--- config.mk ---
export PLATFORM = sky130hd
export DESIGN_NAME = wot_timer
export DESIGN_NICKNAME = d
export VERILOG_FILES = /design/src/wot_count_src.v /design/src/wot_timer.v
export VERILOG_INCLUDE_DIRS = /design/src /design/src/src
export SDC_FILE = /design/constraint.sdc
export NUM_CORES = 1
export LEC_CHECK = 0
export ABC_AREA = 0
export BUFFER_PORTS_ARGS = -buffer_cell sky130_fd_sc_hd__buf_2
export CORE_MARGIN = 4
export CORE_UTILIZATION = 47
export CTS_CLUSTER_DIAMETER = 120
export DETAILED_ROUTE_END_ITERATION = 6
export PLACE_DENSITY = 0.73
export SYNTH_ARGS = -nofsm -noshare
export SYNTH_HDL_FRONTEND = slang
export SYNTH_SLANG_ARGS = --single-unit
--- constraint.sdc ---
create_clock -name aclk -period 3.55 [get_ports aclk]
set_input_delay 0 -clock aclk [delete_from_list [all_inputs] [get_ports aclk]]
set_output_delay 0 -clock aclk [all_outputs]
set_load 0.01 [all_outputs]
--- src/wot_consts.vh ---
// constants for the wait one-shot pulse timer
`ifndef WOT_CONSTS_VH
`define WOT_CONSTS_VH
// register byte offsets
`define WOT_OFF_TIMER_CTRL   8'h00
`define WOT_OFF_ONESHOT_CTRL 8'h04
`define WOT_OFF_PIN_CTRL     8'h08
`define WOT_OFF_SOURCE_SEL   8'h0c
`define WOT_OFF_PRESCALER    8'h10
`define WOT_OFF_SECONDARY    8'h14
`define WOT_OFF_PRIMARY      8'h18
// timer control fields
`define WOT_BIT_START        0
`define WOT_BIT_STATUS       1
`define WOT_BIT_FSTOP        2
// one-shot control fields
`define WOT_BIT_OS_START     0
`define WOT_BIT_OS_STOP      1
`define WOT_BIT_OS_ACTIVE    2
// pin control fields
`define WOT_BIT_LEVEL        0
`define WOT_BIT_TRIG_EN      1
`define WOT_BIT_TRIG_EDGE    2
// count source codes
`define WOT_SRC_DIV1         2'h0
`define WOT_SRC_DIV2         2'h1
`define WOT_SRC_DIV8         2'h2
`define WOT_SRC_NEIGHBOUR    2'h3
// reset values
`define WOT_RST_PRESCALER    8'hff
`define WOT_RST_SECONDARY    8'hff
`define WOT_RST_PRIMARY      8'hff
// sync delay in count-source cycles before flags settle
`define WOT_SYNC_TICKS       2'h2
`endif

--- src/wot_count_src.v ---
// count source selector: full clock, /2, /8 or neighbour underflow
`timescale 1ns/10ps
`include "wot_consts.vh"
module wot_count_src (
    aclk,
    aresetn,
    ce,
    sel,
    neighbour_uf,
    tick
);
    input  wire       aclk;
    input  wire       aresetn;
    input  wire       ce;
    input  wire [1:0] sel;
    input  wire       neighbour_uf;
    output reg        tick;

    reg [2:0] div_q;

    // ----------------------------------------
    // free divider and tick select
    // ----------------------------------------
    always @(posedge aclk) begin
        if (!aresetn) begin
            div_q <= 3'h0;
            tick  <= 1'b0;
        end else if (ce) begin
            div_q <= div_q + 3'h1;
            case (sel)
                `WOT_SRC_DIV1:      tick <= 1'b1;
                `WOT_SRC_DIV2:      tick <= (div_q[0] == 1'b1);
                `WOT_SRC_DIV8:      tick <= (div_q == 3'h7);
                default:            tick <= neighbour_uf;
            endcase
        end
    end
endmodule

--- src/wot_timer.v ---
// wait one-shot pulse timer with axi4-lite registers
// What this block does
// - counter runs from selected source: clock, /2, /8, neighbour underflow
// - wait phase decrements primary; underflow loads secondary, pulse phase follows
// - secondary underflow reloads primary, ends count, clears active flag
// - wait lasts (n+1)(m+1) source periods via prescaler and primary
// - pulse lasts (n+1)(p+1) source periods
// - runs only after start bit is set and a later trigger comes
// - trigger is a software one-shot start write or an external pin edge
// - pin triggers only while the pin trigger enable bit is 1
// - count stops after final reload or at once on forced stop
// - clearing start or one-shot stop reloads counter then stops
// - interrupt raised one clock after secondary underflow, at pulse end
// - pulse pin carries waveform, active level from level select bit
// - count readable via primary and prescaler registers, bytewise
// - prescaler or primary writes while stopped load both reload and counter
// - writes while counting load reload only, used when that counter next reloads
// - stopped after reset; software loads values before starting
// - status stays 0 for 1-2 source cycles after start set
// - status stays 1 for 1-2 source cycles after start cleared
// - active flag rises 1-2 source cycles after trigger; wait begins
// - trigger while active does not restart
`timescale 1ns/10ps
`include "wot_consts.vh"
module wot_timer (
    aclk,
    aresetn,
    ce,
    s_axi_awaddr,
    s_axi_awvalid,
    s_axi_awready,
    s_axi_wdata,
    s_axi_wstrb,
    s_axi_wvalid,
    s_axi_wready,
    s_axi_bresp,
    s_axi_bvalid,
    s_axi_bready,
    s_axi_araddr,
    s_axi_arvalid,
    s_axi_arready,
    s_axi_rdata,
    s_axi_rresp,
    s_axi_rvalid,
    s_axi_rready,
    external_trigger_pin,
    neighbour_underflow,
    pulse_output_pin,
    timer_irq
);
    input  wire        aclk;
    input  wire        aresetn;
    input  wire        ce;
    input  wire [7:0]  s_axi_awaddr;
    input  wire        s_axi_awvalid;
    output reg         s_axi_awready;
    input  wire [31:0] s_axi_wdata;
    input  wire [3:0]  s_axi_wstrb;
    input  wire        s_axi_wvalid;
    output reg         s_axi_wready;
    output reg  [1:0]  s_axi_bresp;
    output reg         s_axi_bvalid;
    input  wire        s_axi_bready;
    input  wire [7:0]  s_axi_araddr;
    input  wire        s_axi_arvalid;
    output reg         s_axi_arready;
    output reg  [31:0] s_axi_rdata;
    output reg  [1:0]  s_axi_rresp;
    output reg         s_axi_rvalid;
    input  wire        s_axi_rready;
    input  wire        external_trigger_pin;
    input  wire        neighbour_underflow;
    output reg         pulse_output_pin;
    output reg         timer_irq;

    // phase codes
    localparam PH_IDLE  = 2'h0;
    localparam PH_WAIT  = 2'h1;
    localparam PH_PULSE = 2'h2;

    // ----------------------------------------
    // state
    // ----------------------------------------
    reg       start_q;
    reg       status_q;
    reg       active_q;
    reg       level_q;
    reg       trig_en_q;
    reg       trig_edge_q;
    reg [1:0] src_q;
    reg [7:0] pre_rl_q;
    reg [7:0] sec_rl_q;
    reg [7:0] pri_rl_q;
    reg [7:0] pre_cnt_q;
    reg [7:0] main_cnt_q;
    reg [1:0] phase_q;
    reg [1:0] st_sync_q;
    reg [1:0] os_sync_q;
    reg       os_pend_q;
    reg       stop_pend_q;
    reg       pin_q;
    reg       half_q;
    reg [7:0] aw_addr_q;
    reg       aw_have_q;
    reg [31:0] w_data_q;
    reg [3:0] w_strb_q;
    reg       w_have_q;

    wire tick;
    wot_count_src u_src (
        .aclk         (aclk),
        .aresetn      (aresetn),
        .ce           (ce),
        .sel          (src_q),
        .neighbour_uf (neighbour_underflow),
        .tick         (tick)
    );

    // word address match for both decoders
    function hit;
        input [7:0] a;
        input [7:0] off;
        begin
            hit = (a[7:2] == off[7:2]);
        end
    endfunction

    // write commit when both halves are held
    wire       wr_go   = aw_have_q && w_have_q && !s_axi_bvalid;
    wire       wr_lane = w_strb_q[0];
    wire [7:0] wd      = w_data_q[7:0];
    wire       wr_tc   = wr_go && wr_lane && hit(aw_addr_q, `WOT_OFF_TIMER_CTRL);
    wire       wr_oc   = wr_go && wr_lane && hit(aw_addr_q, `WOT_OFF_ONESHOT_CTRL);
    wire       wr_pre  = wr_go && wr_lane && hit(aw_addr_q, `WOT_OFF_PRESCALER);
    wire       wr_sec  = wr_go && wr_lane && hit(aw_addr_q, `WOT_OFF_SECONDARY);
    wire       wr_pri  = wr_go && wr_lane && hit(aw_addr_q, `WOT_OFF_PRIMARY);
    wire       mapped  = (aw_addr_q <= (`WOT_OFF_PRIMARY | 8'h03));

    // pin edge detect; pin is synchronous to aclk
    reg  ext_q;
    wire ext_edge = trig_edge_q ? (ext_q && !external_trigger_pin)
                                : (!ext_q && external_trigger_pin);
    wire pin_trig = trig_en_q && ext_edge;
    wire sw_trig  = wr_oc && wd[`WOT_BIT_OS_START];
    wire sw_stop  = wr_oc && wd[`WOT_BIT_OS_STOP];
    wire fstop    = wr_tc && wd[`WOT_BIT_FSTOP];

    // prescaler and main underflow
    wire pre_uf  = tick && (pre_cnt_q == 8'h00);
    wire main_uf = pre_uf && (main_cnt_q == 8'h00);
    wire run     = status_q && active_q && (phase_q != PH_IDLE);

    // ----------------------------------------
    // axi4-lite write channel
    // ----------------------------------------
    always @(posedge aclk) begin
        if (!aresetn) begin
            aw_have_q     <= 1'b0;
            w_have_q      <= 1'b0;
            aw_addr_q     <= 8'h00;
            w_data_q      <= 32'h0;
            w_strb_q      <= 4'h0;
            s_axi_awready <= 1'b0;
            s_axi_wready  <= 1'b0;
            s_axi_bvalid  <= 1'b0;
            s_axi_bresp   <= 2'h0;
        end else if (ce) begin
            // one-cycle ready pulses: accept each half once
            s_axi_awready <= !aw_have_q && s_axi_awvalid && !s_axi_awready;
            s_axi_wready  <= !w_have_q && s_axi_wvalid && !s_axi_wready;
            if (s_axi_awvalid && s_axi_awready) begin
                aw_have_q <= 1'b1;
                aw_addr_q <= s_axi_awaddr;
            end
            if (s_axi_wvalid && s_axi_wready) begin
                w_have_q <= 1'b1;
                w_data_q <= s_axi_wdata;
                w_strb_q <= s_axi_wstrb;
            end
            if (wr_go) begin
                aw_have_q    <= 1'b0;
                w_have_q     <= 1'b0;
                s_axi_bvalid <= 1'b1;
                s_axi_bresp  <= mapped ? 2'h0 : 2'h3;   // decerr on holes
            end else if (s_axi_bvalid && s_axi_bready) begin
                s_axi_bvalid <= 1'b0;
            end
        end
    end

    // ----------------------------------------
    // axi4-lite read channel
    // ----------------------------------------
    always @(posedge aclk) begin
        if (!aresetn) begin
            s_axi_arready <= 1'b0;
            s_axi_rvalid  <= 1'b0;
            s_axi_rdata   <= 32'h0;
            s_axi_rresp   <= 2'h0;
        end else if (ce) begin
            s_axi_arready <= s_axi_arvalid && !s_axi_arready && !s_axi_rvalid;
            if (s_axi_arvalid && s_axi_arready) begin
                s_axi_rvalid <= 1'b1;
                s_axi_rresp  <= 2'h0;
                s_axi_rdata  <= 32'h0;
                if (hit(s_axi_araddr, `WOT_OFF_TIMER_CTRL))
                    s_axi_rdata[2:0] <= {1'b0, status_q, start_q};
                else if (hit(s_axi_araddr, `WOT_OFF_ONESHOT_CTRL))
                    s_axi_rdata[2:0] <= {active_q, 2'b00};
                else if (hit(s_axi_araddr, `WOT_OFF_PIN_CTRL))
                    s_axi_rdata[2:0] <= {trig_edge_q, trig_en_q, level_q};
                else if (hit(s_axi_araddr, `WOT_OFF_SOURCE_SEL))
                    s_axi_rdata[1:0] <= src_q;
                else if (hit(s_axi_araddr, `WOT_OFF_PRESCALER))
                    s_axi_rdata[7:0] <= pre_cnt_q;
                else if (hit(s_axi_araddr, `WOT_OFF_SECONDARY))
                    s_axi_rdata[7:0] <= sec_rl_q;
                else if (hit(s_axi_araddr, `WOT_OFF_PRIMARY))
                    s_axi_rdata[7:0] <= main_cnt_q;
                else
                    s_axi_rresp <= 2'h3;
            end else if (s_axi_rvalid && s_axi_rready) begin
                s_axi_rvalid <= 1'b0;
            end
        end
    end

    // ----------------------------------------
    // control registers and reload values
    // ----------------------------------------
    always @(posedge aclk) begin
        if (!aresetn) begin
            start_q     <= 1'b0;
            level_q     <= 1'b0;
            trig_en_q   <= 1'b0;
            trig_edge_q <= 1'b0;
            src_q       <= `WOT_SRC_DIV1;
            pre_rl_q    <= `WOT_RST_PRESCALER;
            sec_rl_q    <= `WOT_RST_SECONDARY;
            pri_rl_q    <= `WOT_RST_PRIMARY;
            ext_q       <= 1'b0;
        end else if (ce) begin
            ext_q <= external_trigger_pin;
            if (wr_tc)
                start_q <= wd[`WOT_BIT_START] && !wd[`WOT_BIT_FSTOP];
            if (wr_go && wr_lane && hit(aw_addr_q, `WOT_OFF_PIN_CTRL)) begin
                level_q     <= wd[`WOT_BIT_LEVEL];
                trig_en_q   <= wd[`WOT_BIT_TRIG_EN];
                trig_edge_q <= wd[`WOT_BIT_TRIG_EDGE];
            end
            if (wr_go && wr_lane && hit(aw_addr_q, `WOT_OFF_SOURCE_SEL))
                src_q <= wd[1:0];
            // reload values always take writes
            if (wr_pre) pre_rl_q <= wd;
            if (wr_sec) sec_rl_q <= wd;
            if (wr_pri) pri_rl_q <= wd;
        end
    end

    // ----------------------------------------
    // status and one-shot synchronisers, counter
    // ----------------------------------------
    // flags settle after two source ticks, giving the 1..2 cycle window
    always @(posedge aclk) begin
        if (!aresetn) begin
            status_q    <= 1'b0;
            st_sync_q   <= 2'h0;
            active_q    <= 1'b0;
            os_sync_q   <= 2'h0;
            os_pend_q   <= 1'b0;
            stop_pend_q <= 1'b0;
            phase_q     <= PH_IDLE;
            pre_cnt_q   <= `WOT_RST_PRESCALER;
            main_cnt_q  <= `WOT_RST_PRIMARY;
            pin_q       <= 1'b0;
            half_q      <= 1'b0;
        end else if (ce) begin
            // start bit to status flag
            if (fstop) begin
                status_q  <= 1'b0;
                st_sync_q <= 2'h0;
            end else if (start_q != status_q) begin
                if (tick)
                    st_sync_q <= st_sync_q + 2'h1;
                if (tick && st_sync_q == `WOT_SYNC_TICKS - 2'h1) begin
                    status_q  <= start_q;
                    st_sync_q <= 2'h0;
                end
            end else begin
                st_sync_q <= 2'h0;
            end
            // trigger capture, ignored while active
            if ((sw_trig || pin_trig) && status_q && !active_q)
                os_pend_q <= 1'b1;
            if (sw_stop && active_q)
                stop_pend_q <= 1'b1;
            if (os_pend_q || stop_pend_q) begin
                if (tick)
                    os_sync_q <= os_sync_q + 2'h1;
                if (tick && os_sync_q == `WOT_SYNC_TICKS - 2'h1) begin
                    os_sync_q <= 2'h0;
                    if (stop_pend_q) begin
                        stop_pend_q <= 1'b0;
                        os_pend_q   <= 1'b0;
                        active_q    <= 1'b0;
                        phase_q     <= PH_IDLE;
                        pre_cnt_q   <= pre_rl_q;
                        main_cnt_q  <= pri_rl_q;
                    end else begin
                        os_pend_q  <= 1'b0;
                        active_q   <= 1'b1;
                        phase_q    <= PH_WAIT;
                        pre_cnt_q  <= pre_rl_q;
                        main_cnt_q <= pri_rl_q;
                    end
                end
            end
            // irq and pulse end both trail the final underflow by one clock
            half_q <= 1'b0;
            if (run && tick) begin
                pre_cnt_q <= pre_uf ? pre_rl_q : pre_cnt_q - 8'h01;
                if (pre_uf)
                    main_cnt_q <= main_cnt_q - 8'h01;
                if (main_uf && phase_q == PH_WAIT) begin
                    phase_q    <= PH_PULSE;
                    main_cnt_q <= sec_rl_q;
                    pin_q      <= 1'b1;
                end else if (main_uf) begin
                    phase_q    <= PH_IDLE;
                    main_cnt_q <= pri_rl_q;
                    active_q   <= 1'b0;
                    pin_q      <= 1'b0;
                    half_q     <= 1'b1;
                end
            end
            // start cleared or forced stop: reload and halt
            if ((fstop || (!status_q && !start_q)) && phase_q != PH_IDLE) begin
                phase_q    <= PH_IDLE;
                active_q   <= 1'b0;
                pin_q      <= 1'b0;
                pre_cnt_q  <= pre_rl_q;
                main_cnt_q <= pri_rl_q;
            end
            // prescaler and primary writes while stopped also load the counter
            if (!status_q && phase_q == PH_IDLE) begin
                if (wr_pre) pre_cnt_q  <= wd;
                if (wr_pri) main_cnt_q <= wd;
            end
        end
    end

    // ----------------------------------------
    // outputs
    // ----------------------------------------
    always @(posedge aclk) begin
        if (!aresetn) begin
            pulse_output_pin <= 1'b0;
            timer_irq        <= 1'b0;
        end else if (ce) begin
            pulse_output_pin <= pin_q ^ level_q;
            timer_irq        <= half_q;
        end
    end
endmodule

==> results.py, run 1 <==
metrics = {
    "detailed_routing": {
        "dr.pass1.iters": 6,
        "viasPerCell": 5.95,
        "drtIter0Drc": 447,
        "ant_nets": 0,
        "routedWlPerCell_um": 17.5,
        "post-route-drc-count": 0,
        "vias": 5014,
        "finalWirelength_mm": 14.8,
    },
    "sta": {
        "layout_setup_ws_ns": 0.770,
        "rsz0062_at_grt": "no",
        "clock_skew_ns": 0.00752,
        "slew_viol_final": 0,
        "fmax_ghz": 0.360,
        "worstMarginPinSlew_ns": 0.867,
        "hold_viol": 0,
        "setup_tns_ns": 0,
        "holdWs_ns": 0.0205,
        "setup_viol": 0,
        "finalCritPeriodShare_pct": 78.3,
        "slew_headroom_pct": 42.2,
        "fin_crit_ns": 2.78,
    },
    "power": {
        "p_sw_share_pct": 21.4,
        "p_per_area_mw_per_mm2": 394,
        "p_leak_uw": 0.00261,
        "clockPowerShare_pct": 47.1,
        "seqPwrFrac_pct": 46.5,
        "power_uw": 2410,
        "max-vdd-ir-drop_mv": 0.355,
        "p_sw_uw": 518,
        "pwr-share-comb_pct": 6.4,
        "p_int_uw": 1900,
    },
    "placed_design": {
        "port_buffers": 49,
        "hpwl_mm": 10.5,
        "gp_congestion": 0.911,
        "place_ws_ns": 0.811,
    },
    "global_route": {
        "grt_max_degree": 49,
        "grt_antenna_before_repair": 0,
        "grt_pass1_vias": 4735,
        "track_usage_pct": 22.1,
        "grt_pass1_wl_mm": 23.7,
        "grt_overflow": 0,
    },
    "synth": {
        "synth_cells": 656,
        "synth_top_area_cell": "dfxtp_1",
        "ys_seq_area_share_pct": 36.0,
        "yosys.area.top_type_share_pct": 36.0,
        "async_reset_ff_share_pct": 0,
        "ys_types": 73,
        "synth_ff_type": "dfxtp_1",
        "synth-seq-cells": 97,
        "synth_edf_count": 0,
        "avgSynthCellArea_sq_um": 8.22,
        "synth_warnings": 0,
        "syn_area_sq_mm": 0.00539,
        "synth.area.top_cells": "dfxtp_1, nand2_1, mux2i_1",
    },
    "critical_path": {
        "crit_family": "simple AND/OR/NAND/NOR gates",
        "cp.arrival_ns": 2.96,
        "path_class": "reg2reg",
        "path_cells": "inv_1 -> ha_1 -> a41oi_2 -> or2_0 -> nand3_1 -> a221oi_1 -> o221ai_1",
        "path_buf_inv": 1,
        "cp_max_fo": 14,
        "slowest_delay_ns": 0.73,
        "setup.worst_path.start_class": "flop",
        "cpMaxStageDelayCell": "or2_0",
        "crit_path_end_kind": "flop",
        "critical_path_required_ns": 3.73,
    },
    "job": {
        "drv_cap": 0,
    },
    "floorplan": {
        "core_area_sq_mm": 0.0110,
        "die_h_um": 115,
        "die_w_um": 115,
        "die_area_sq_mm": 0.0132,
        "row_count": 38,
        "initial_core_util_pct": 48.9,
        "io_pins": 105,
    },
    "layout": {
        "fillers": 1010,
        "drive_gt1_share_pct": 12.8,
        "num_antenna_cells": 0,
        "final_nets": 765,
        "syn_to_final_growth_pct": 13.7,
    },
    "clock_network": {
        "cts_root_buffer": "clkbuf_16",
        "numClockSinks": 97,
        "clk_pin_slew_ns": 0.07,
        "cts_buffers": 9,
        "clock_path_buffers": 2,
        "post_cts_resized": 0,
        "cts_tree": "yes",
        "cts_hold_buffers": 18,
        "htreeDepth": 3,
        "post_cts_buffers": 0,
        "clock_latency_ns": 0.34,
    },
    "outcome": {
        "status": "finished, final reports clean",
    },
    "hold_path": {
        "hp-class": "in2reg",
    },
}
## layout by cell type, fill, tap and decap left out, types with 4 or more instances in the layout
master,synthesis,routed
and2_1,5,5
nor2_1,30,30
o21a_1,8,8
a22oi_1,6,6
nand2b_1,4,4
buf_2,6,49
mux2i_1,25,25
dfxtp_1,97,97
ha_1,5,5
conb_1,1,24
o221ai_1,8,8
or3_1,8,8
clkbuf_16,0,9
a221oi_1,12,12
o21ai_1,6,6
o21ai_0,16,16
nand3_1,43,43
nand2_1,99,99
o211ai_1,6,6
dlygate4sd3_1,0,18
or4_1,4,4
a211oi_1,5,5
and3_1,5,5
nor2b_1,32,32
a21boi_0,27,27
buf_4,26,6
nor3_1,9,9
inv_1,15,15
a21oi_1,42,42
## flip-flops by register name, indices dropped and copies added (netlist names), 2 cells and up
| name | cells |
|---|---|
| pre_rl_q | 8 |
| st_sync_q | 2 |
| main_cnt_q | 8 |
| phase_q | 2 |
| pri_rl_q | 8 |
| sec_rl_q | 8 |
| w_data_q | 8 |
| src_q | 2 |
| u_src.div_q | 3 |
| s_axi_rdata | 8 |
| pre_cnt_q | 8 |
| aw_addr_q | 6 |
| os_sync_q | 2 |
## cell families (layout without fill, tap and decap cells)
| group | Yosys count | in the layout | share of synthesized area [%] |
|---|---|---|---|
| AND/OR/NAND/NOR | 273 | 273 | 27.2 |
| AO/OA/AOI/OAI | 167 | 167 | 21.7 |
| flip-flops | 97 | 97 | 36.0 |
| buffers and inverters | 81 | 105 | 7.91 |
| multiplexers | 27 | 27 | 5.06 |
| adder cells (fa/ha/maj) | 5 | 5 | 1.16 |
| XOR/XNOR | 5 | 5 | 0.812 |
| other | 1 | 24 | 0.0696 |
## final cells by class
class	count	area, sq um	share of cell area (%)
flip-flops and latches	97	1940	31.7
clock inverters	4	98.8	1.61
clock buffers	12	256	4.19
inverters	15	56.3	0.919
repair buffers	74	490	8.00
multi-input cells	501	3110	50.7
well taps	140	175	2.86
## worst paths after layout
path	cells past startpoint	end	slack, ns	startpoint
max reg2reg	7	pre_cnt_q[5]	0.77	status_q
min	3	s_axi_rresp[0]	0.02	s_axi_araddr[4]
max	7	pre_cnt_q[5]	0.77	status_q
min reg2reg	2	os_sync_q[1]	0.44	os_sync_q[1]
## per-layer routing
metal	track usage [%]	vias to the layer above	part of all wire (%)	routed length [um]
li1	-	2385	-	-
met1	29.7	2365	42	6250
met2	36.3	233	48	7060
met3	4.16	31	7.7	1140
met4	6.57	0	2.1	309
met5	0	-	0	0
## power groups by stage
stage / sequential, uW / clock (uW) / combinational (uW)
2_1_floorplan: 1140 / 0 / 116
3_3_place_gp: 1150 / 0 / 134
3_5_place_dp: 1150 / 0 / 137
4_1_cts: 1120 / 1140 / 153
5_1_grt: 1120 / 1190 / 172
6_report: 1120 / 1140 / 155
## synthesized netlist by cell type (8+ instances only)
master,instances
nand3_1,43
buf_4,26
o21a_1,8
nor3_1,9
o21ai_0,16
inv_1,15
nand2_1,99
a21oi_1,42
clkbuf_1,29
a221oi_1,12
o221ai_1,8
mux2i_1,25
nor2_1,30
nor2b_1,32
dfxtp_1,97
or3_1,8
a21boi_0,27
## metrics by stage
step           std cells  cell area [sq um]  util, %
2_1_floorplan        679               5480        -
3_3_place_gp         809               5590     50.7
3_5_place_dp         809               5590     50.7
4_1_cts              843               6130     55.6
5_1_grt              843               6130     55.6
6_report             843               6130     55.6
## worst min-delay path, stage by stage
cell and delay [ns]:
buf_2 0.15, nand3_1 0.10, a21oi_1 0.06
Power figures use the tool's default switching activity.
==> inputs of run 2 (changes only) <==
Settings changed: ABC_AREA 0 to 1, PLACE_DENSITY 0.73 to 0.72.
Clock period 3.55 ns to 2.8 ns, I/O delays scaled along.
==> run 2 against run 1 <==
Net effect: combinational power increased by 120%; power increased by 27%; non-clock buffer count decreased by 1; sequential cell count unchanged; sequential power increased by 31%; final area increased by 3.5%; clock power increased by 11%; die area increased by 4.6%; clock-buffer cell count decreased by 1; critical path type unchanged.
==> results.py, run 2 <==
metrics = {
    "outcome": {
        "status": "finished, final reports clean",
    },
    "synth": {
        "synth_top_family_by_area": "simple AND/OR/NAND/NOR gates",
        "yosys.area_share.simple_pct": 28.5,
        "synth.most_common_cell": "nand2_1",
        "ys_seq_area_share_pct": 34.3,
        "synth_top_area_cell": "dfxtp_1",
        "synth-compound-area-share_pct": 22.1,
        "async_reset_ff_share_pct": 0,
        "synthXorXnorAreaFrac_pct": 0.155,
        "synth_cells": 848,
        "synth_ff_type": "dfxtp_1",
        "syn_area_sq_mm": 0.00566,
        "synth.area.top_cells": "dfxtp_1, nand2_1, o21ai_0",
        "synth-seq-cells": 97,
        "ys_types": 43,
        "yosys.area.top_type_share_pct": 34.3,
        "synth_edf_count": 0,
        "avgSynthCellArea_sq_um": 6.67,
        "synthAdderAreaFrac_pct": 1.11,
        "synth_warnings": 0,
        "synth_commonest_cells": "nand2_1, inv_1, dfxtp_1, o21ai_0, nor2_1",
        "muxShareOfSynthArea_pct": 0,
    },
    "floorplan": {
        "core_area_sq_mm": 0.0116,
        "die_h_um": 118,
        "row_count": 39,
        "die_w_um": 118,
        "die_area_sq_mm": 0.0139,
        "io_pins": 105,
        "initial_core_util_pct": 48.7,
    },
    "sta": {
        "slew_headroom_pct": 55.9,
        "hold_viol": 0,
        "finalCritPeriodShare_pct": 75.3,
        "clock_skew_ns": 0.00588,
        "fmax_ghz": 0.474,
        "setup_tns_ns": 0,
        "rsz0062_at_grt": "no",
        "setup_viol": 0,
        "fin_crit_ns": 2.11,
        "slew_viol_final": 0,
        "layout_setup_ws_ns": 0.692,
        "worstMarginPinSlew_ns": 0.660,
    },
    "detailed_routing": {
        "drtIter0Drc": 505,
        "ant_nets": 0,
        "dr.pass1.iters": 5,
        "routedWlPerCell_um": 15.0,
        "finalWirelength_mm": 15.7,
        "viasPerCell": 5.37,
        "vias": 5610,
        "post-route-drc-count": 0,
    },
    "hold_path": {
        "hold_depth": 3,
        "hp-class": "in2reg",
    },
    "power": {
        "max-vdd-ir-drop_mv": 0.333,
        "p_per_area_mw_per_mm2": 485,
        "power_uw": 3080,
        "p_leak_uw": 0.00307,
    },
    "layout": {
        "regArea_sq_mm": 0.00194,
        "mostFrequentLayoutCells": "nand2_1, inv_1, dfxtp_1",
        "final_common_cell": "nand2_1",
        "multi_input_area_sq_mm": 0.00302,
        "syn_to_final_growth_pct": 12.0,
        "drive_gt1_share_pct": 12.0,
        "num_antenna_cells": 0,
        "fillers": 1167,
        "final_nets": 963,
    },
    "global_route": {
        "track_usage_pct": 22.4,
        "grt_overflow": 0,
        "grt_pass1_wl_mm": 25.5,
        "grt_max_degree": 61,
        "grt_antenna_before_repair": 0,
        "grt_pass1_vias": 4893,
    },
    "job": {
        "drv_cap": 0,
    },
    "critical_path": {
        "r2r-end": "main_cnt_q[5]",
        "crit_path_end_kind": "flop",
        "endpoint": "main_cnt_q[5]",
        "setup.worst_path.start_class": "flop",
        "reg2regPathDepth": 9,
        "cp.arrival_ns": 2.35,
        "worstReg2RegStart": "u_src.tick",
        "worst-r2r-setup-slack_ns": 0.69,
        "critical_path_required_ns": 3.04,
        "crit_start": "u_src.tick",
        "cp_max_fo": 26,
        "path_class": "reg2reg",
    },
    "clock_network": {
        "clock_path_buffers": 2,
        "post_cts_buffers": 0,
        "htreeDepth": 3,
        "numClockSinks": 97,
        "clock_latency_ns": 0.35,
        "cts_buffers": 9,
        "clk_pin_slew_ns": 0.07,
        "cts_root_buffer": "clkbuf_16",
        "cts_tree": "yes",
    },
    "placed_design": {
        "gp_congestion": 0.933,
        "hpwl_mm": 11.3,
        "port_buffers": 49,
        "place_ws_ns": 0.724,
    },
}
[run 2: metrics by stage]
stage	std cells	utilization (%)	instance area, sq um	hold slack, ns
2_1_floorplan	871	-	5750	0.166
3_3_place_gp	1009	50.4	5860	0.265
3_5_place_dp	1009	50.4	5860	0.273
4_1_cts	1044	54.6	6340	0.00539
5_1_grt	1044	54.6	6340	0.0243
6_report	1044	54.6	6340	0.00754
[run 2: cell type report]
class	instances	share of cell area (%)
clock buffer	11	3.67
clock inverter	5	0.967
inverter	115	6.81
multi-input combinational	600	47.7
sequential	97	30.6
tap	143	2.82
timing repair buffer	73	7.46
[run 2: worst max-delay path, cell delays in order (launching register included)]
cell and delay [ns]:
dfxtp_1 0.67, nand3_2 0.20, nor2_4 0.50, o21ai_0 0.19
a21oi_1 0.16, nand3_1 0.08, nand2_1 0.06, nand2_1 0.04
nand2_1 0.05, nand2_1 0.04
[run 2: timing repair]
item,CTS,global route
resized for setup,0,0
endpoints found under the hold margin,19,0
hold buffers,19,0
endpoints found under the setup margin,0,0
[run 2: worst min path at each step]
stage / startpoint / end / slack [ns]
6_report: s_axi_wvalid / s_axi_wready / 0.008
5_1_grt: s_axi_wvalid / s_axi_wready / 0.02
4_1_cts: s_axi_wvalid / s_axi_wready / 0.005
3_5_place_dp: s_axi_bready / s_axi_bvalid / 0.27
3_3_place_gp: s_axi_rready / s_axi_rvalid / 0.27
2_1_floorplan: external_trigger_pin / ext_q / 0.17
[run 2: where the power goes]
group          internal, uW  switching [uW]
logic                   125             223
clock network           701             560
registers              1420            45.7
total                  2250             829
[run 2: kinds of logic (layout without fill, tap and decap cells)]
group                    after synthesis  in the layout
flip-flops                            97             97
other                                  1             24
adder cells (fa/ha/maj)                5              5
AO/OA/AOI/OAI                        219            219
AND/OR/NAND/NOR                      351            351
XOR/XNOR                               1              1
buffers and inverters                174            204
[run 2: layer usage]
metal  track usage, %  routed length [um]  vias up
li1                 -                   -     2830
met1             32.1                7210     2542
met2             33.5                6810      211
met3             4.81                1330       27
met4             7.25                 328        0
met5                0                   0        -
